`src/isj_pkg.sv`:
```
// Constants, register map and types of the station indexer jog sequencer
package isj_pkg;
	// Clock and time base
	localparam int unsigned CLK_FREQ_HZ = 200_000_000;
	localparam int unsigned TL_DELAY_UNIT_MS = 1;
	localparam int unsigned TL_UNIT_CYC = CLK_FREQ_HZ / 1000 * TL_DELAY_UNIT_MS;
	localparam int unsigned SYNC_SETTLE_CYC = 3;

	// Register byte offsets
	localparam logic [5:0] OFS_CTRL = 6'h00;
	localparam logic [5:0] OFS_NEXT_STATION = 6'h04;
	localparam logic [5:0] OFS_SPEED_SELECT = 6'h08;
	localparam logic [5:0] OFS_CONFIG = 6'h0C;
	localparam logic [5:0] OFS_TL_DELAY = 6'h10;
	localparam logic [5:0] OFS_STATUS = 6'h14;
	localparam logic [5:0] OFS_IRQ_STATUS = 6'h18;
	localparam logic [5:0] OFS_IRQ_MASK = 6'h1C;
	localparam logic [5:0] OFS_TARGET = 6'h20;

	// Control register fields
	localparam int CTRL_START_BIT = 0;
	localparam int CTRL_MODE_ONE_BIT = 1;
	localparam int CTRL_MODE_TWO_BIT = 2;
	localparam logic [2:0] CTRL_RESET = 3'h0;

	// Configuration register fields
	localparam int CFG_COUNT_LSB = 0;
	localparam int CFG_JOG_STYLE_BIT = 8;
	localparam int CFG_DIRECTION_BIT = 9;
	localparam int CFG_TWO_STATION_BIT = 10;
	localparam int CFG_DIRECT_SPEED_BIT = 11;
	localparam int CFG_OPERATION_BIT = 12;
	localparam logic [12:0] CFG_RESET = 13'h1_008;

	// Status register fields
	localparam int STAT_DONE_BIT = 0;
	localparam int STAT_INPOS_BIT = 1;
	localparam int STAT_TL_SECOND_BIT = 2;
	localparam int STAT_HOME_BIT = 3;
	localparam int STAT_STATE_LSB = 4;

	// Interrupt status fields
	localparam int IRQ_HOME_MISSING_BIT = 0;
	localparam int IRQ_RANGE_WARN_BIT = 1;
	localparam int IRQ_DONE_BIT = 2;
	localparam int IRQ_WIDTH = 3;

	// Other reset values
	localparam logic [7:0] NEXT_STATION_RESET = 8'h00;
	localparam logic [15:0] SPEED_SELECT_RESET = 16'h0000;
	localparam logic [15:0] TL_DELAY_RESET = 16'h0000;
	localparam logic [2:0] PT_ENTRY_ONE = 3'h1;

	// Command kinds for the motion engine
	localparam logic [1:0] CMD_INDEX = 2'h1;
	localparam logic [1:0] CMD_JOG = 2'h2;

	typedef enum logic [2:0] {
		ST_IDLE = 3'b000,
		ST_INDEX_MOVE = 3'b001,
		ST_JOG_RUN = 3'b010,
		ST_JOG_STOP = 3'b011
	} isj_state_e;
endpackage

```
`src/isj_tl_if.sv`:
```
// Handshake between the sequencer and its torque limit delay timer
interface isj_tl_if;
	logic start;
	logic cancel;
	logic [15:0] delay;
	logic expired;

	modport ctl(output start, output cancel, output delay, input expired);
	modport tmr(input start, input cancel, input delay, output expired);
endinterface

```
`src/isj_tl_delay.sv`:
```
// Delay timer before the second torque limit takes effect
module isj_tl_delay
	import isj_pkg::*;
#(
	parameter int unsigned UNIT_CYC = TL_UNIT_CYC
) (
	input wire logic sys_clk_i,
	input wire logic rst_n_i,
	isj_tl_if.tmr tl
);
	logic [31:0] unit_cnt_q;
	logic [15:0] left_q;
	logic run_q;
	logic expired_q;

	assign tl.expired = expired_q;

	// Count whole delay units, then hold expired until next start or cancel
	always_ff @(posedge sys_clk_i) begin
		if (!rst_n_i) begin
			unit_cnt_q <= 32'h0000_0000;
			left_q <= 16'h0000;
			run_q <= 1'b0;
			expired_q <= 1'b0;
		end else if (tl.cancel) begin
			run_q <= 1'b0;
			expired_q <= 1'b0;
		end else if (tl.start) begin
			unit_cnt_q <= 32'h0000_0000;
			left_q <= tl.delay;
			run_q <= 1'b1;
			expired_q <= 1'b0;
		end else if (run_q) begin
			if (left_q == 16'h0000) begin
				run_q <= 1'b0;
				expired_q <= 1'b1;
			end else if (unit_cnt_q == UNIT_CYC - 1) begin
				unit_cnt_q <= 32'h0000_0000;
				left_q <= left_q - 16'h0001;
			end else begin
				unit_cnt_q <= unit_cnt_q + 32'h0000_0001;
			end
		end
	end
endmodule

```
`src/isj_sequencer.sv`:
```
// Station indexer and jog command sequencer with Avalon-MM registers
//
// Overview of operation
// - Start without completed home return is refused and raises home-missing alarm.
// - Requested station above station count minus one raises the range warning.
// - Start requests during a running movement are ignored.
// - After in-position, wait the delay, then select the second torque limit.
// - At power-on, in-position is set when the motor sits at a station.
// - Direct speed only with two link stations; then ramps from entry one.
// - Mode one set with mode two clear selects manual operation.
// - Manual modes ignore station select and speed select bits.
// - Manual modes run with point table entry one while start is held.
// - Indexer jog release positions to the first reachable stopping station.
// - Plain jog release decelerates to a stop anywhere.
// - Jog modes use the configured torque limit delay after stopping.
// - Station allocation direction follows its parameter, zero after reset.
// - Auto mode takes target station and speed word before start.
module isj_sequencer
	import isj_pkg::*;
#(
	parameter int unsigned UNIT_CYC = TL_UNIT_CYC
) (
	input wire logic sys_clk_i,
	input wire logic rst_n_i,
	input wire logic [5:0] avs_address_i,
	input wire logic avs_read_i,
	input wire logic avs_write_i,
	input wire logic [31:0] avs_writedata_i,
	input wire logic [3:0] avs_byteenable_i,
	output logic [31:0] avs_readdata_o,
	output logic avs_waitrequest_o,
	input wire logic home_done_i,
	input wire logic at_station_i,
	input wire logic move_done_i,
	output logic cmd_valid_o,
	output logic [1:0] cmd_kind_o,
	output logic [7:0] cmd_station_o,
	output logic [15:0] cmd_speed_o,
	output logic cmd_direct_speed_o,
	output logic [2:0] cmd_point_table_o,
	output logic cmd_direction_o,
	output logic jog_release_o,
	output logic jog_to_station_o,
	output logic tl_second_o,
	output logic motion_done_flag_o,
	output logic in_position_flag_o,
	output logic irq_o
);
	isj_tl_if tl_bus();

	logic [2:0] sync1_q, sync2_q, pin_in;
	logic home_s, at_station_s, move_done_s, move_done_prev_q, move_done_rise;

	logic wait_q, wr_go;
	logic [31:0] rdata_q, wmask, rd_mux;

	logic [2:0] ctrl_q;
	logic [7:0] next_station_word_q;
	logic [15:0] speed_select_word_q;
	logic [12:0] config_q;
	logic [15:0] torque_limit_delay_param_q;
	logic [IRQ_WIDTH-1:0] irq_stat_q, irq_mask_q, irq_set, irq_clr;

	logic start_request_bit, start_prev_q, start_rise;
	logic mode_select_one, mode_select_two, auto_mode, manual_mode;
	logic [7:0] station_count_param;
	logic jog_style_param, station_direction_param, two_station, direct_speed;
	logic operation_type_param, range_bad, start_ok;

	isj_state_e state_q;
	logic [1:0] settle_q;
	logic motion_done_q, in_position_q, tl_start_q, tl_cancel_q;

	// Two-flop synchronisers for the motion engine pins
	assign pin_in = {move_done_i, at_station_i, home_done_i};
	for (genvar i = 0; i < 3; i++) begin : g_sync
		always_ff @(posedge sys_clk_i) begin
			if (!rst_n_i) begin
				sync1_q[i] <= 1'b0;
				sync2_q[i] <= 1'b0;
			end else begin
				sync1_q[i] <= pin_in[i];
				sync2_q[i] <= sync1_q[i];
			end
		end
	end
	assign home_s = sync2_q[0];
	assign at_station_s = sync2_q[1];
	assign move_done_s = sync2_q[2];
	assign move_done_rise = move_done_s & ~move_done_prev_q;

	// Field views
	assign start_request_bit = ctrl_q[CTRL_START_BIT];
	assign mode_select_one = ctrl_q[CTRL_MODE_ONE_BIT];
	assign mode_select_two = ctrl_q[CTRL_MODE_TWO_BIT];
	assign station_count_param = config_q[CFG_COUNT_LSB +: 8];
	assign jog_style_param = config_q[CFG_JOG_STYLE_BIT];
	assign station_direction_param = config_q[CFG_DIRECTION_BIT];
	assign two_station = config_q[CFG_TWO_STATION_BIT];
	assign direct_speed = config_q[CFG_DIRECT_SPEED_BIT];
	assign operation_type_param = config_q[CFG_OPERATION_BIT];
	assign auto_mode = operation_type_param & mode_select_one & mode_select_two;
	assign manual_mode = operation_type_param & mode_select_one & ~mode_select_two;

	// Bus handshake: one wait cycle, then the access completes
	assign wr_go = avs_write_i & ~wait_q;
	always_comb begin
		wmask = 32'h0000_0000;
		for (int b = 0; b < 4; b++) begin
			wmask[b*8 +: 8] = {8{avs_byteenable_i[b]}};
		end
	end

	always_ff @(posedge sys_clk_i) begin
		if (!rst_n_i) begin
			wait_q <= 1'b1;
		end else if ((avs_read_i | avs_write_i) & wait_q) begin
			wait_q <= 1'b0;
		end else begin
			wait_q <= 1'b1;
		end
	end
	assign avs_waitrequest_o = wait_q;

	// Read mux, unmapped offsets read zero
	always_comb begin
		rd_mux = 32'h0000_0000;
		case (avs_address_i)
			OFS_CTRL: rd_mux[2:0] = ctrl_q;
			OFS_NEXT_STATION: rd_mux[7:0] = next_station_word_q;
			OFS_SPEED_SELECT: rd_mux[15:0] = speed_select_word_q;
			OFS_CONFIG: rd_mux[12:0] = config_q;
			OFS_TL_DELAY: rd_mux[15:0] = torque_limit_delay_param_q;
			OFS_STATUS: begin
				rd_mux[STAT_DONE_BIT] = motion_done_q;
				rd_mux[STAT_INPOS_BIT] = in_position_q;
				rd_mux[STAT_TL_SECOND_BIT] = tl_second_o;
				rd_mux[STAT_HOME_BIT] = home_s;
				rd_mux[STAT_STATE_LSB +: 3] = state_q;
			end
			OFS_IRQ_STATUS: rd_mux[IRQ_WIDTH-1:0] = irq_stat_q;
			OFS_IRQ_MASK: rd_mux[IRQ_WIDTH-1:0] = irq_mask_q;
			OFS_TARGET: rd_mux = {cmd_speed_o, 5'h00, cmd_point_table_o, cmd_station_o};
			default: rd_mux = 32'h0000_0000;
		endcase
	end

	always_ff @(posedge sys_clk_i) begin
		if (!rst_n_i) begin
			rdata_q <= 32'h0000_0000;
		end else if (avs_read_i & wait_q) begin
			rdata_q <= rd_mux;
		end
	end
	assign avs_readdata_o = rdata_q;

	// Software writable registers
	always_ff @(posedge sys_clk_i) begin
		if (!rst_n_i) begin
			ctrl_q <= CTRL_RESET;
			next_station_word_q <= NEXT_STATION_RESET;
			speed_select_word_q <= SPEED_SELECT_RESET;
			config_q <= CFG_RESET;
			torque_limit_delay_param_q <= TL_DELAY_RESET;
			irq_mask_q <= '0;
		end else if (wr_go) begin
			case (avs_address_i)
				OFS_CTRL: ctrl_q <= (ctrl_q & ~wmask[2:0]) | (avs_writedata_i[2:0] & wmask[2:0]);
				OFS_NEXT_STATION: next_station_word_q <= (next_station_word_q & ~wmask[7:0])
					| (avs_writedata_i[7:0] & wmask[7:0]);
				OFS_SPEED_SELECT: speed_select_word_q <= (speed_select_word_q & ~wmask[15:0])
					| (avs_writedata_i[15:0] & wmask[15:0]);
				OFS_CONFIG: config_q <= (config_q & ~wmask[12:0])
					| (avs_writedata_i[12:0] & wmask[12:0]);
				OFS_TL_DELAY: torque_limit_delay_param_q <= (torque_limit_delay_param_q
					& ~wmask[15:0]) | (avs_writedata_i[15:0] & wmask[15:0]);
				OFS_IRQ_MASK: irq_mask_q <= (irq_mask_q & ~wmask[IRQ_WIDTH-1:0])
					| (avs_writedata_i[IRQ_WIDTH-1:0] & wmask[IRQ_WIDTH-1:0]);
				default: ;
			endcase
		end
	end

	// Start edge and motion done edge
	always_ff @(posedge sys_clk_i) begin
		if (!rst_n_i) begin
			start_prev_q <= 1'b0;
			move_done_prev_q <= 1'b0;
		end else begin
			start_prev_q <= start_request_bit;
			move_done_prev_q <= move_done_s;
		end
	end
	assign start_rise = start_request_bit & ~start_prev_q;

	// Station index compared against count minus one without wrapping
	assign range_bad = ({1'b0, next_station_word_q} + 9'h001) > {1'b0, station_count_param};
	assign start_ok = start_rise & (state_q == ST_IDLE) & home_s;

	// Event capture
	always_comb begin
		irq_set = '0;
		irq_set[IRQ_HOME_MISSING_BIT] = start_rise & (state_q == ST_IDLE)
			& (auto_mode | manual_mode) & ~home_s;
		irq_set[IRQ_RANGE_WARN_BIT] = start_ok & auto_mode & range_bad;
		irq_set[IRQ_DONE_BIT] = move_done_rise & ((state_q == ST_INDEX_MOVE)
			| (state_q == ST_JOG_STOP));
		irq_clr = '0;
		if (wr_go && (avs_address_i == OFS_IRQ_STATUS)) begin
			irq_clr = avs_writedata_i[IRQ_WIDTH-1:0] & wmask[IRQ_WIDTH-1:0];
		end
	end

	// Sticky status, a new event wins over the clear
	always_ff @(posedge sys_clk_i) begin
		if (!rst_n_i) begin
			irq_stat_q <= '0;
			irq_o <= 1'b0;
		end else begin
			irq_stat_q <= (irq_stat_q & ~irq_clr) | irq_set;
			irq_o <= |(((irq_stat_q & ~irq_clr) | irq_set) & irq_mask_q);
		end
	end

	// Movement sequencing
	always_ff @(posedge sys_clk_i) begin
		if (!rst_n_i) begin
			state_q <= ST_IDLE;
			cmd_valid_o <= 1'b0;
			cmd_kind_o <= 2'h0;
			cmd_station_o <= 8'h00;
			cmd_speed_o <= 16'h0000;
			cmd_direct_speed_o <= 1'b0;
			cmd_point_table_o <= PT_ENTRY_ONE;
			jog_release_o <= 1'b0;
			jog_to_station_o <= 1'b0;
		end else begin
			cmd_valid_o <= 1'b0;
			jog_release_o <= 1'b0;
			case (state_q)
				ST_IDLE: begin
					if (start_ok && auto_mode && !range_bad) begin
						state_q <= ST_INDEX_MOVE;
						cmd_valid_o <= 1'b1;
						cmd_kind_o <= CMD_INDEX;
						cmd_station_o <= next_station_word_q;
						if (direct_speed && two_station) begin
							cmd_direct_speed_o <= 1'b1;
							cmd_speed_o <= speed_select_word_q;
							cmd_point_table_o <= PT_ENTRY_ONE;
						end else begin
							cmd_direct_speed_o <= 1'b0;
							cmd_speed_o <= 16'h0000;
							cmd_point_table_o <= speed_select_word_q[2:0];
						end
					end else if (start_ok && manual_mode) begin
						state_q <= ST_JOG_RUN;
						cmd_valid_o <= 1'b1;
						cmd_kind_o <= CMD_JOG;
						cmd_direct_speed_o <= 1'b0;
						cmd_speed_o <= 16'h0000;
						cmd_point_table_o <= PT_ENTRY_ONE;
						jog_to_station_o <= jog_style_param;
					end
				end
				ST_INDEX_MOVE: begin
					if (move_done_rise) begin
						state_q <= ST_IDLE;
					end
				end
				ST_JOG_RUN: begin
					if (!start_request_bit) begin
						state_q <= ST_JOG_STOP;
						jog_release_o <= 1'b1;
					end
				end
				ST_JOG_STOP: begin
					if (move_done_rise) begin
						state_q <= ST_IDLE;
					end
				end
				default: state_q <= ST_IDLE;
			endcase
		end
	end

	// Direction of station numbering
	always_ff @(posedge sys_clk_i) begin
		if (!rst_n_i) begin
			cmd_direction_o <= 1'b0;
		end else begin
			cmd_direction_o <= station_direction_param;
		end
	end

	// Done and in-position flags, power-on station check
	always_ff @(posedge sys_clk_i) begin
		if (!rst_n_i) begin
			settle_q <= 2'h0;
			motion_done_q <= 1'b1;
			in_position_q <= 1'b0;
			tl_start_q <= 1'b0;
			tl_cancel_q <= 1'b0;
		end else begin
			tl_start_q <= 1'b0;
			tl_cancel_q <= 1'b0;
			if (settle_q != SYNC_SETTLE_CYC[1:0]) begin
				settle_q <= settle_q + 2'h1;
				if (settle_q == SYNC_SETTLE_CYC[1:0] - 2'h1) begin
					in_position_q <= at_station_s;
					tl_start_q <= at_station_s;
				end
			end
			if (cmd_valid_o) begin
				motion_done_q <= 1'b0;
				in_position_q <= 1'b0;
				tl_cancel_q <= 1'b1;
			end else if (move_done_rise && (state_q == ST_INDEX_MOVE)) begin
				motion_done_q <= 1'b1;
				in_position_q <= 1'b1;
				tl_start_q <= 1'b1;
			end else if (move_done_rise && (state_q == ST_JOG_STOP)) begin
				motion_done_q <= 1'b1;
				in_position_q <= jog_to_station_o | at_station_s;
				tl_start_q <= 1'b1;
			end
		end
	end

	// Torque limit delay
	assign tl_bus.start = tl_start_q;
	assign tl_bus.cancel = tl_cancel_q;
	assign tl_bus.delay = torque_limit_delay_param_q;

	isj_tl_delay #(
		.UNIT_CYC(UNIT_CYC)
	) u_tl_delay (
		.sys_clk_i(sys_clk_i),
		.rst_n_i(rst_n_i),
		.tl(tl_bus.tmr)
	);

	always_ff @(posedge sys_clk_i) begin
		if (!rst_n_i) begin
			tl_second_o <= 1'b0;
			motion_done_flag_o <= 1'b0;
			in_position_flag_o <= 1'b0;
		end else begin
			tl_second_o <= tl_bus.expired & ~tl_cancel_q;
			motion_done_flag_o <= motion_done_q;
			in_position_flag_o <= in_position_q;
		end
	end
endmodule

```
`config.mk`:
```
export PLATFORM = sky130hd
export DESIGN_NAME = isj_sequencer
export DESIGN_NICKNAME = d
export VERILOG_FILES = /design/src/isj_pkg.sv /design/src/isj_tl_if.sv /design/src/isj_tl_delay.sv /design/src/isj_sequencer.sv
export SDC_FILE = /design/constraint.sdc
export NUM_CORES = 1
export LEC_CHECK = 0
export BUFFER_PORTS_ARGS = -buffer_cell sky130_fd_sc_hd__buf_2
export CELL_PAD_IN_SITES_DETAIL_PLACEMENT = 2
export CELL_PAD_IN_SITES_GLOBAL_PLACEMENT = 2
export CORE_ASPECT_RATIO = 1.4
export CORE_MARGIN = 4
export CORE_UTILIZATION = 35
export CTS_CLUSTER_DIAMETER = 60
export CTS_CLUSTER_SIZE = 14
export DETAILED_ROUTE_END_ITERATION = 10
export GPL_TIMING_DRIVEN = 0
export PLACE_DENSITY_LB_ADDON = 0.1
export SLEW_MARGIN = 20
export SYNTH_ARGS = -nofsm -noshare
export SYNTH_HDL_FRONTEND = slang
export SYNTH_HIERARCHICAL = 1
export SYNTH_SLANG_ARGS = --single-unit
```
`constraint.sdc`:
```
create_clock -name sys_clk_i -period 2.95 [get_ports sys_clk_i]
set_input_delay 0.4425 -clock sys_clk_i [delete_from_list [all_inputs] [get_ports sys_clk_i]]
set_output_delay 0.4425 -clock sys_clk_i [all_outputs]
set_load 0.05 [all_outputs]
```
# Yosys cells after proc, flatten, opt, wreduce, memory -nomap -nowiden
# Index checks and enable logic that the tools add are counted.
op_classes:
  order_cmp: 1
  mux: 51
  n_eq_ne: 18
  n_reduce_logical: 38
  addsub: 4
  bitwise_logic: 52
ops:
  columns: ["operator", "count"]
  rows:
  - ["$mux 16", 8]
  - ["$mux 32", 4]
  - ["$and 16x16->16", 3]
  - ["$add 32x1->32 const B", 1]
  - ["$eq 32x18->1 const B", 1]
  - ["$or 16x16->16", 2]
  - ["$pmux 3 s9", 1]
  - ["$and 13x13->13", 2]
  - ["$eq 6x5->1 const B", 4]
  - ["$mux 3", 8]
  - ["$pmux 4 s6", 1]
  - ["$reduce_and 2->1", 12]
  - ["$mux 1", 23]
  - ["$pmux 5 s4", 1]
  - ["$and 1x1->1", 16]
  - ["$and 8x8->8", 2]
  - ["$logic_not 16->1", 1]
  - ["$not 16->16", 1]
  - ["$sub 16x1->16 const B", 1]
  - ["$and 3x3->3", 5]
  - ["$not 13->13", 1]
  - ["$or 13x13->13", 1]
  - ["$eq 6x4->1 const B", 2]
  - ["$add 8x1->9 const B", 1]
  - ["30 further kinds", 62]
totals:
  elab_cells: 204
  register_bits: 200
  inputBits: 49

# Logic depth before layout (Yosys ltp)
# Gate-level depths: netlist of run 1.
depth:
  word_depth: 9
  mapped_depth: 12
  depth_no_buf: 11

# Hierarchy
# Netlist of run 1, hierarchy kept.
by_module_without_submodules:
  columns: ["module", "area_per_inst_um2", "cells_each", "instances"]
  rows:
  - ["isj_sequencer", 6237.2, 688, 1]
  - ["isj_tl_delay", 3011.6, 371, 1]

# Worst setup path before layout of run 1
# Ideal clock, no wire load.
synth_timing:
  path_kind: "reg2reg"
  startpoint: "reg with a tool-made name"
  endpoint: "reg cmd_point_table_o[0]"
  t_arrival_ns: 2.504
  required_ns: 2.876
  n_path_buf: 1
  setup_ns: 0.074
  stages_incl_launch_ff: 13
  slack_ns: 0.372
  cell_sequence: "dfxtp_1 ha_1 and3_1 and3_1 xor2_1 ha_1 nand3_1 nor3_1 a21oi_1 nor4_2 buf_2 nor4_1 a31oi_1"
synth_lines:
  columns: ["element", "line_no", "text"]
  rows:
  - ["end signal: assignment", "isj_sequencer.sv:254", "cmd_point_table_o <= speed_select_word_q[2:0];"]
  - ["end: declaration", "isj_sequencer.sv:40", "output logic [2:0] cmd_point_table_o,"]

# Final worst setup path of run 1
layout_timing:
  startpoint: "reg u_tl_delay.left_q[0]"
  endpoint: "reg u_tl_delay.unit_cnt_q[1]"
layout_between:
  elab_chain_len: 3
layout_rtl:
  columns: ["element", "line_no", "text"]
  rows:
  - ["start: declaration", "isj_tl_delay.sv:12", "logic [15:0] left_q;"]
  - ["start signal: assignment", "isj_tl_delay.sv:30", "left_q <= tl.delay;"]
  - ["start signal: assignment", "isj_tl_delay.sv:39", "left_q <= left_q - 16'h0001;"]
  - ["$logic_not 16->1", "isj_tl_delay.sv:34", "if (left_q == 16'h0000) begin"]
  - ["$ne 2x2->1 (no line)", null, null]
  - ["$reduce_and 3->1 (no line)", null, null]
  - ["end signal: assignment", "isj_tl_delay.sv:41", "unit_cnt_q <= unit_cnt_q + 32'h0000_0001;"]
  - ["end: declaration", "isj_tl_delay.sv:11", "logic [31:0] unit_cnt_q;"]
# No other way between the ends.
# A chain may end at the register's enable or synchronous reset.

==> results of run 1 <==
==> metal layers <==
layer | share of wire [%] | wire, um
met1 | 40 | 14600
met2 | 55 | 20130
met3 | 2.0 | 724
met4 | 3.5 | 1289
met5 | 0 | 0
==> cells by family (layout without fill, tap and decap cells) <==
logic type                 count (synthesis)  after routing  share of synthesized area (%)
and+or+nand+nor                          442            442                          24.69
DFF                                      199            199                          43.07
xor gates and xnor gates                   9              9                         0.8522
adders and majority gates                 13             13                          1.759
buffers and inverters                    100            237                          5.059
muxes                                     76             76                          9.023
AOI/OAI and AO/OA                        220            220                          15.54
==> through the flow <==
stage | TNS [ns] | setup WS [ns] | utilization (%) | hold slack (ns)
finish | 0 | 0.1194 | 41.68 | 0.2083
global route | -0.03096 | -0.01146 | 41.68 | 0.2019
CTS | 0 | 0.005552 | 41.28 | 0.1984
detailed placement | -17.84 | -0.6844 | 38.85 | 0.4315
global placement | -11.03 | -0.4650 | 38.85 | 0.4148
floorplan | 0 | 0.3718 | - | 0.4119
==> power groups by stage <==
stage	logic, W	registers (W)	clock network, W
floorplan	0.000218	0.00283	0
global placement	0.000410	0.00280	0
detailed placement	0.000418	0.00280	0
CTS	0.000422	0.00274	0.00246
global route	0.000457	0.00274	0.00256
finish	0.000422	0.00274	0.00240
==> layout make-up <==
class | instances | area (um2) | share of cell area, %
buffer | 79 | 416.7 | 3.830
clock buffer | 21 | 460.4 | 4.232
clock inverter | 11 | 120.1 | 1.104
inverter | 21 | 78.83 | 0.7246
multi-input combinational | 760 | 4862 | 44.69
sequential | 199 | 3986 | 36.64
tap | 324 | 405.4 | 3.726
timing repair buffer | 105 | 549.3 | 5.049
==> repair_timing <==
action                                  4_1_cts  5_1_grt
pin swaps                                     2        3
resized for setup                            14       18
hold buffers                                  0        0
endpoints found under the setup margin       63       72
endpoints found under the hold margin         0        0
buffers inserted                              2        6
==> worst paths after layout <==
path	to	slack, ns	cells after the start
hold reg to reg	home_s	0.44	1
hold / removal	sync1_q[0]	0.21	2
setup reg to reg	u_tl_delay/unit_cnt_q[1]	0.12	10
setup / recovery	u_tl_delay/unit_cnt_q[1]	0.12	10
==> cell usage in the layout, fill, tap and decap left out, drive strengths merged, types with 5 or more instances in the layout <==
master,synthesis,routed
dfxtp,199,199
buf,30,136
nor2,106,106
nand2,105,105
a21oi,82,82
nand3,70,70
clkbuf,49,69
mux2i,62,62
o21ai,38,38
nor3,30,30
inv,20,23
and2,21,21
or4,20,20
nand4,19,19
o31ai,17,17
a22oi,13,13
ha,13,13
nor4,13,13
a22o,11,11
o32ai,11,11
nand4b,9,9
mux2,9,9
and3,8,8
a222oi,8,8
or3,8,8
a211oi,8,8
nor2b,7,7
clkinv,1,7
or4b,6,6
xor2,5,5
mux4,5,5
==> impl_metrics.csv, run 1 <==
group,metric,value,unit
place,port_buffers,97,
detailed_routing,wl,36740,um
layout,nFillCells,2969,
place,place.gp.congestion,0.8539,
logic_synthesis,seq_area_frac_synth,43.07,%
setup_path,path_common_cell,"buf_8",
sta,fin_skew,0.01080,ns
setup_path,worst_setup_path_start_kind,"flop",
setup_path,worst_path_largest_cell_delay,0.60,ns
place,placed_area,10140,um2
power_and_ir_drop,power.switching,0.001424,W
logic_synthesis,synth.area.top_cells,"dfxtp_1 43%, mux2i_1 6.7%, a21oi_1 4.4%, nand2_1 4.3%, nor2_1 4.3%",
floorplan,initial_core_util,35.44,%
logic_synthesis,synth-edff-count,0,
sta,hold_violations,0,
setup_path,critPathMaxFanout,10,
clock_tree,clk_path_buf_depth,2,
global_route,grt_use_total,24.73,%
sta,min_period_over_period,95.95,%
logic_synthesis,yosysTopAreaCell,"dfxtp_1",
logic_synthesis,synth_cells,1059,
layout,nNetsFinal,1245,
place,place_inst,1480,
setup_path,crit_slowest_cell,"or4_4",
detailed_routing,first_iter_violations,386,
sta,maxSlewViolCount,0,
detailed_routing,firstDrtPassIters,5,
setup_path,cp_cell_sequence,"inv_1 > ha_2 > or4b_1 > clkbuf_2 > or4_4 > a21oi_4 > buf_8 > buf_8 > mux2i_1 > nor2_1",
floorplan,die-width,145.4,um
global_route,grt_overflow,0,
layout,diodes,0,
power_and_ir_drop,combinationalPowerShare,7.6,%
detailed_routing,routedWlPerCell,24.17,um
sta,worst_pin_slew,0.9688,ns
power_and_ir_drop,vdd_drop_max,0.3480,mV
logic_synthesis,synth_top_area_share,43.07,%
sta,max-slew-margin-rel,35.42,%
place,dpl.hpwl,27870,um
setup_path,crit_buf_inv,4,
floorplan,io_pins,120,
setup_path,crit_arrival,3.16,ns
setup_path,crit_type,"reg2reg",
power_and_ir_drop,powerDensity,511.1,nW/um2
power_and_ir_drop,power.internal,0.004136,W
global_route,grt_use_met1,27.00,%
layout,drive_gt1_share,17.89,%
global_route,grt_use_met2,48.04,%
logic_synthesis,ys.flop_type,"dfxtp_1",
clock_tree,cts_tree,"done",
detailed_routing,drc_errors,0,
min_path,holdCritPathClass,"in2reg",
logic_synthesis,ys_async_sr_fraction,0,%
status,status,"finished clean",
clock_tree,clkSinkCount,199,
logic_synthesis,synth_area,9249,um2
detailed_routing,viasPerCell,5.772,
global_route,grt_pass1_wl,56330,um
floorplan,chipHeight,200.3,um
setup_path,cp.required,3.28,ns
global_route,busiest_layer,"met2",
logic_synthesis,synth.distinct_cells,78,
global_route,gr-usage-met3,3.123,%
floorplan,fp-row-count,70,
setup_path,cp-end-kind,"flop",
clock_tree,cts_buffers,17,
logic_synthesis,yosys_warnings,6,
setup_path,regToRegStartpoint,"u_tl_delay/left_q[0]",
floorplan,coreArea,26100,um2
global_route,antenna_found_initial,0,
floorplan,design.die.area,29130,um2
sta,max_freq,0.3533,GHz
sta,setup_viol,0,
clock_tree,cts_max_level,4,
logic_synthesis,ys_ff_latch,199,
power_and_ir_drop,switching_share,25.61,%
clock_tree,cts_root_buf,"clkbuf_16",
layout,fin_area,10880,um2
logic_synthesis,synth_common_cells,"199 x dfxtp_1, 105 x nand2_1, 105 x nor2_1",
power_and_ir_drop,clockPowerShare,43.2,%
layout,finalNonFillerCells,1520,
detailed_routing,ant_nets,0,
logic_synthesis,syn_avg_cell_area,8.734,um2
setup_path,startpoint,"u_tl_delay/left_q[0]",
job,drv_cap,0,
min_path,min_from,"home_done_i",
logic_synthesis,syn_nets,1121,
clock_tree,insertion_delay,0.44,ns
layout,area_growth,17.63,%
logic_synthesis,post-synth-top-count-cell,"dfxtp_1",
setup_path,cpLargestDelayFamily,"simple AND/OR/NAND/NOR gates",
detailed_routing,vias,8774,
power_and_ir_drop,p_seq_share,49.2,%
clock_tree,clkTransAtPathRegs,0.07,ns
power_and_ir_drop,p_total,0.005560,W
sta,fin_crit,2.831,ns
global_route,grt_pass1_vias,9570,
power_and_ir_drop,leakage,4.100,nW
global_route,grt_start_max_net_pins,17,
No activity file was read; power rests on OpenSTA's default activity.
==> inputs of run 2 (changes only) <==
--- a/config.mk
+++ b/config.mk
@@ -14,7 +14,6 @@
 export CTS_CLUSTER_DIAMETER = 60
 export CTS_CLUSTER_SIZE = 14
 export DETAILED_ROUTE_END_ITERATION = 10
-export GPL_TIMING_DRIVEN = 0
 export PLACE_DENSITY_LB_ADDON = 0.1
 export SLEW_MARGIN = 20
 export SYNTH_ARGS = -nofsm -noshare
==> impl_metrics.csv, run 2 (synthesized netlist as in run 1, its figures left out) <==
group,metric,value,unit
detailed_routing,firstDrtPassIters,6,
clock_tree,clk_path_buf_depth,2,
setup_path,worst_setup_path_start_kind,"flop",
place,place.gp.congestion,0.7971,
power_and_ir_drop,p_seq_share,50.3,%
place,dpl.hpwl,23660,um
setup_path,cp.required,3.27,ns
clock_tree,cts_max_level,4,
power_and_ir_drop,power.switching,0.001427,W
floorplan,chipHeight,200.3,um
sta,maxSlewViolCount,0,
setup_path,crit_buf_inv,3,
clock_tree,clkTransAtPathRegs,0.07,ns
min_path,holdCritPathClass,"in2reg",
clock_tree,cts_tree,"done",
detailed_routing,ant_nets,0,
clock_tree,insertion_delay,0.45,ns
power_and_ir_drop,clockPowerShare,42.4,%
power_and_ir_drop,vdd_drop_max,0.3704,mV
place,port_buffers,101,
power_and_ir_drop,power.internal,0.004010,W
layout,finalNonFillerCells,1486,
setup_path,cp-end-kind,"flop",
detailed_routing,vias,8554,
floorplan,die-width,145.4,um
clock_tree,cts_hold_buf,0,
layout,most-common-layout-cells,"198 x dfxtp_1, 105 x nand2_1, 105 x nor2_1, 101 x buf_2, 80 x a21oi_1",
global_route,grt_start_max_net_pins,94,
detailed_routing,routedWlPerCell,22.31,um
layout,diodes,0,
floorplan,initial_core_util,35.44,%
sta,holdWs,0.2020,ns
setup_path,critPathMaxFanout,7,
power_and_ir_drop,powerDensity,504.0,nW/um2
clock_tree,clkSinkCount,199,
job,drv_cap,0,
global_route,grt_pass1_vias,9016,
power_and_ir_drop,leakage,4.086,nW
floorplan,coreArea,26100,um2
global_route,grt_overflow,0,
floorplan,fp-row-count,70,
place,place_inst,1449,
global_route,grt_pass1_wl,51550,um
place,placed_area,10160,um2
power_and_ir_drop,switching_share,26.25,%
sta,worst_pin_slew,0.7794,ns
setup_path,crit_arrival,3.19,ns
floorplan,io_pins,120,
clock_tree,cts_buffers,17,
detailed_routing,viasPerCell,5.756,
layout,final_common_cell,"dfxtp_1",
setup_path,worst_path_largest_cell_delay,0.34,ns
sta,min_period_over_period,97.20,%
global_route,antenna_found_initial,1,
detailed_routing,wl,33160,um
floorplan,design.die.area,29130,um2
detailed_routing,first_iter_violations,421,
layout,fin_util,41.33,%
sta,fin_crit,2.867,ns
layout,fin_area,10790,um2
sta,max_freq,0.3487,GHz
status,status,"finished clean",
sta,hold_violations,0,
layout,drive_gt1_share,18.93,%
setup_path,crit_type,"reg2reg",
setup_path,cp_cell_sequence,"ha_1 > and3_1 > and3_1 > xor2_1 > ha_1 > nand3_1 > a211oi_2 > nor4_4 > buf_4 > buf_4 > buf_6 > nor4_1 > a31oi_1",
clock_tree,cts_root_buf,"clkbuf_16",
layout,nNetsFinal,1212,
global_route,grt_use_total,22.07,%
power_and_ir_drop,combinationalPowerShare,7.3,%
sta,max-slew-margin-rel,48.04,%
layout,area_growth,16.64,%
sta,setup_viol,0,
detailed_routing,drc_errors,0,
setup_path,crit_slowest_cell,"dfxtp_1",
power_and_ir_drop,p_total,0.005437,W
sta,fin_skew,0.01196,ns
setup_path,cpLargestDelayFamily,"simple AND/OR/NAND/NOR gates",
run 2: area by class of cell:
| cell class | count | area, um2 |
|---|---|---|
| fillers | 2953 | 15310 |
| multi-input cells | 760 | 4826 |
| flip-flops and latches | 199 | 3985 |
| repair buffers | 151 | 938.4 |
| clock buffers | 18 | 429.2 |
| well taps | 324 | 405.4 |
| clock inverters | 13 | 125.1 |
| inverters | 21 | 78.83 |
run 2: per-layer routing:
layer	share of wire (%)	global-route usage, %	vias up	wire length (um)
li1	-	-	4042	-
met1	40	24.51	4382	13390
met2	56	43.57	103	18620
met3	1.9	3.259	25	614
met4	1.5	5.261	2	504
met5	0.060	0	-	20
run 2: power groups by stage:
stage	Combinational, W	Clock [W]	Sequential (W)
detailed placement	0.000397	0	0.00280
global route	0.000431	0.00248	0.00274
floorplan	0.000218	0	0.00283
CTS	0.000400	0.00237	0.00274
global placement	0.000390	0	0.00280
finish	0.000395	0.00231	0.00274
run 2: stage by stage:
stage	setup WS (ns)	TNS (ns)
2_1_floorplan	0.3718	0
3_3_place_gp	0.1815	0
3_5_place_dp	0.07596	0
4_1_cts	0.05438	0
5_1_grt	-0.01680	-0.04406
6_report	0.08257	0
run 2: path summary, 6_finish.rpt:
check              start                    to  slack, ns  depth (start not counted)
min          home_done_i            sync1_q[0]       0.20                          2
max reg2reg         flop  cmd_point_table_o[0]       0.08                         13
max                 flop  cmd_point_table_o[0]       0.08                         13
min reg2reg   sync1_q[2]           move_done_s       0.44                          1
run 2: repair_timing:
action,4_1_cts,5_1_grt
resized for setup,0,5
setup buffers,0,3
endpoints found under the setup margin,0,31
==> inputs of run 3 (changes only) <==
--- a/config.mk
+++ b/config.mk
@@ -10,7 +10,7 @@
 export CELL_PAD_IN_SITES_GLOBAL_PLACEMENT = 2
 export CORE_ASPECT_RATIO = 1.4
 export CORE_MARGIN = 4
-export CORE_UTILIZATION = 35
+export CORE_UTILIZATION = 32
 export CTS_CLUSTER_DIAMETER = 60
 export CTS_CLUSTER_SIZE = 14
 export DETAILED_ROUTE_END_ITERATION = 10
==> constraint.sdc (replaced) <==
create_clock -name sys_clk_i -period 2.42 [get_ports sys_clk_i]
set_input_delay 0.363 -clock sys_clk_i [delete_from_list [all_inputs] [get_ports sys_clk_i]]
set_output_delay 0.363 -clock sys_clk_i [all_outputs]
set_load 0.05 [all_outputs]
==> impl_metrics.csv, run 3 (synthesized netlist as in run 1, its figures left out) <==
group,metric,value,unit
status,status,"complete, but fails checks",
status,violations,"negative setup slack",
sta,setup_tns,-6.585,ns
power_and_ir_drop,powerDensity,580.4,nW/um2
global_route,grt_use_total,22.32,%
floorplan,chipHeight,209.2,um
floorplan,initial_core_util,32.46,%
setup_path,worst_setup_path_start_kind,"flop",
global_route,grt_pass1_wl,54870,um
layout,nFillCells,3190,
setup_path,cpLargestDelayFamily,"simple AND/OR/NAND/NOR gates",
clock_tree,insertion_delay,0.45,ns
setup_path,critPathMaxFanout,8,
sta,max-slew-margin-rel,44.76,%
detailed_routing,vias,8850,
detailed_routing,viasPerCell,5.545,
min_path,holdCritPathClass,"in2reg",
floorplan,fp-row-count,73,
place,dpl.hpwl,25000,um
global_route,grt_start_max_net_pins,46,
job,drv_cap,0,
detailed_routing,drc_errors,0,
floorplan,design.die.area,31720,um2
place,port_buffers,101,
setup_path,crit_arrival,3.03,ns
clock_tree,clkSinkCount,199,
clock_tree,cts_buffers,17,
power_and_ir_drop,p_total,0.006821,W
global_route,grt_pass1_vias,9396,
sta,min_period_over_period,109.7,%
clock_tree,clk_path_buf_depth,2,
global_route,grt_overflow,0,
setup_path,crit_slowest_cell,"dfxtp_4",
setup_path,cp-end-kind,"flop",
sta,rsz0062_at_grt,"true",
layout,area_growth,27.08,%
global_route,antenna_found_initial,0,
sta,holdWs,0.1150,ns
layout,nNetsFinal,1271,
layout,drive_gt1_share,25.63,%
layout,area.sequential,3989,um2
sta,fin_skew,0.01029,ns
detailed_routing,firstDrtPassIters,7,
setup_path,crit_type,"reg2reg",
clock_tree,clkTransAtPathRegs,0.08,ns
sta,setup_slack,-0.2351,ns
sta,maxSlewViolCount,0,
layout,multiInputGateArea,5009,um2
sta,fin_crit,2.655,ns
place,place.gp.congestion,0.7981,
floorplan,io_pins,120,
sta,worst_pin_slew,0.8286,ns
power_and_ir_drop,leakage,4.511,nW
floorplan,die-width,151.7,um
layout,final_common_cell,"dfxtp_1",
setup_path,cp_cell_sequence,"ha_4 > and3_4 > and3_4 > xor2_1 > ha_1 > nand3_4 > a211oi_2 > buf_4 > nor4_4 > buf_6 > buf_6 > buf_12 > nand3_1 > o21ai_1",
detailed_routing,routedWlPerCell,22.51,um
detailed_routing,wl,35930,um
floorplan,coreArea,28500,um2
setup_path,cp.required,2.80,ns
sta,hold_violations,0,
power_and_ir_drop,vdd_drop_max,0.4297,mV
layout,diodes,0,
clock_tree,cts_tree,"done",
detailed_routing,first_iter_violations,381,
clock_tree,cts_max_level,4,
setup_path,worst_path_largest_cell_delay,0.36,ns
detailed_routing,ant_nets,0,
layout,most-common-layout-cells,"197 x dfxtp_1, 105 x nand2_1, 103 x nor2_1, 101 x buf_2, 83 x buf_4",
setup_path,crit_buf_inv,4,
sta,setup_viol,34,
clock_tree,cts_root_buf,"clkbuf_16",
sta,max_freq,0.3766,GHz
run 3: cell count changes in the layout (fill, tap and decap cells not counted), sizes merged:
cell / before / now
buf: 150 / 206
bufinv: 1 / 2
clkbuf: 19 / 21
clkinvlp: 4 / 2
inv: 24 / 26
run 3: final cells by class:
type / count / area share (%)
Clock buffer: 17 / 3.619
Clock inverter: 14 / 1.416
Inverter: 21 / 0.6706
Multi-Input combinational cell: 760 / 42.61
Sequential cell: 199 / 33.94
Tap cell: 375 / 3.992
Timing Repair Buffer: 210 / 13.75
run 3: metal layers:
metal | track usage [%] | up-vias | share of wire [%]
met5 | 0 | - | 0
met4 | 8.558 | 0 | 3.3
met3 | 3.471 | 58 | 2.6
met2 | 40.09 | 154 | 53
met1 | 26.27 | 4470 | 41
li1 | - | 4168 | -
run 3: power breakdown:
group	switching, W	internal, W
Combinational	0.000352	0.000178
Clock	0.00141	0.00155
Sequential	0.0000261	0.00331
Total	0.00179	0.00503
run 3: per-stage QoR:
step                      std cells  worst slack [ns]  utilization [%]  cell area [um2]
after floorplan                1059          -0.04980                -             9251
after global placement         1546           -0.1568            37.36            10650
after detailed placement       1546           -0.2414            37.36            10650
after CTS                      1587           -0.1230            40.59            11570
after global routing           1596           -0.3324            41.25            11750
final                          1596           -0.2351            41.25            11750
run 3: timing repair:
item                       4_1_cts  5_1_grt
pin swaps                       10        3
gates resized for setup         60       20
cloned                           4        5
buffers inserted                 7        5
hold buffers                     0        0
setup endpoints to repair       34       61
run 3: worst paths after layout:
kind	start	endpoint	slack, ns	cells past startpoint
max	flop	cmd_point_table_o[2]	-0.24	14
min	home_done_i	sync1_q[0]	0.12	2
max reg2reg	flop	cmd_point_table_o[2]	-0.24	14
min reg2reg	sync1_q[0]	home_s	0.45	1
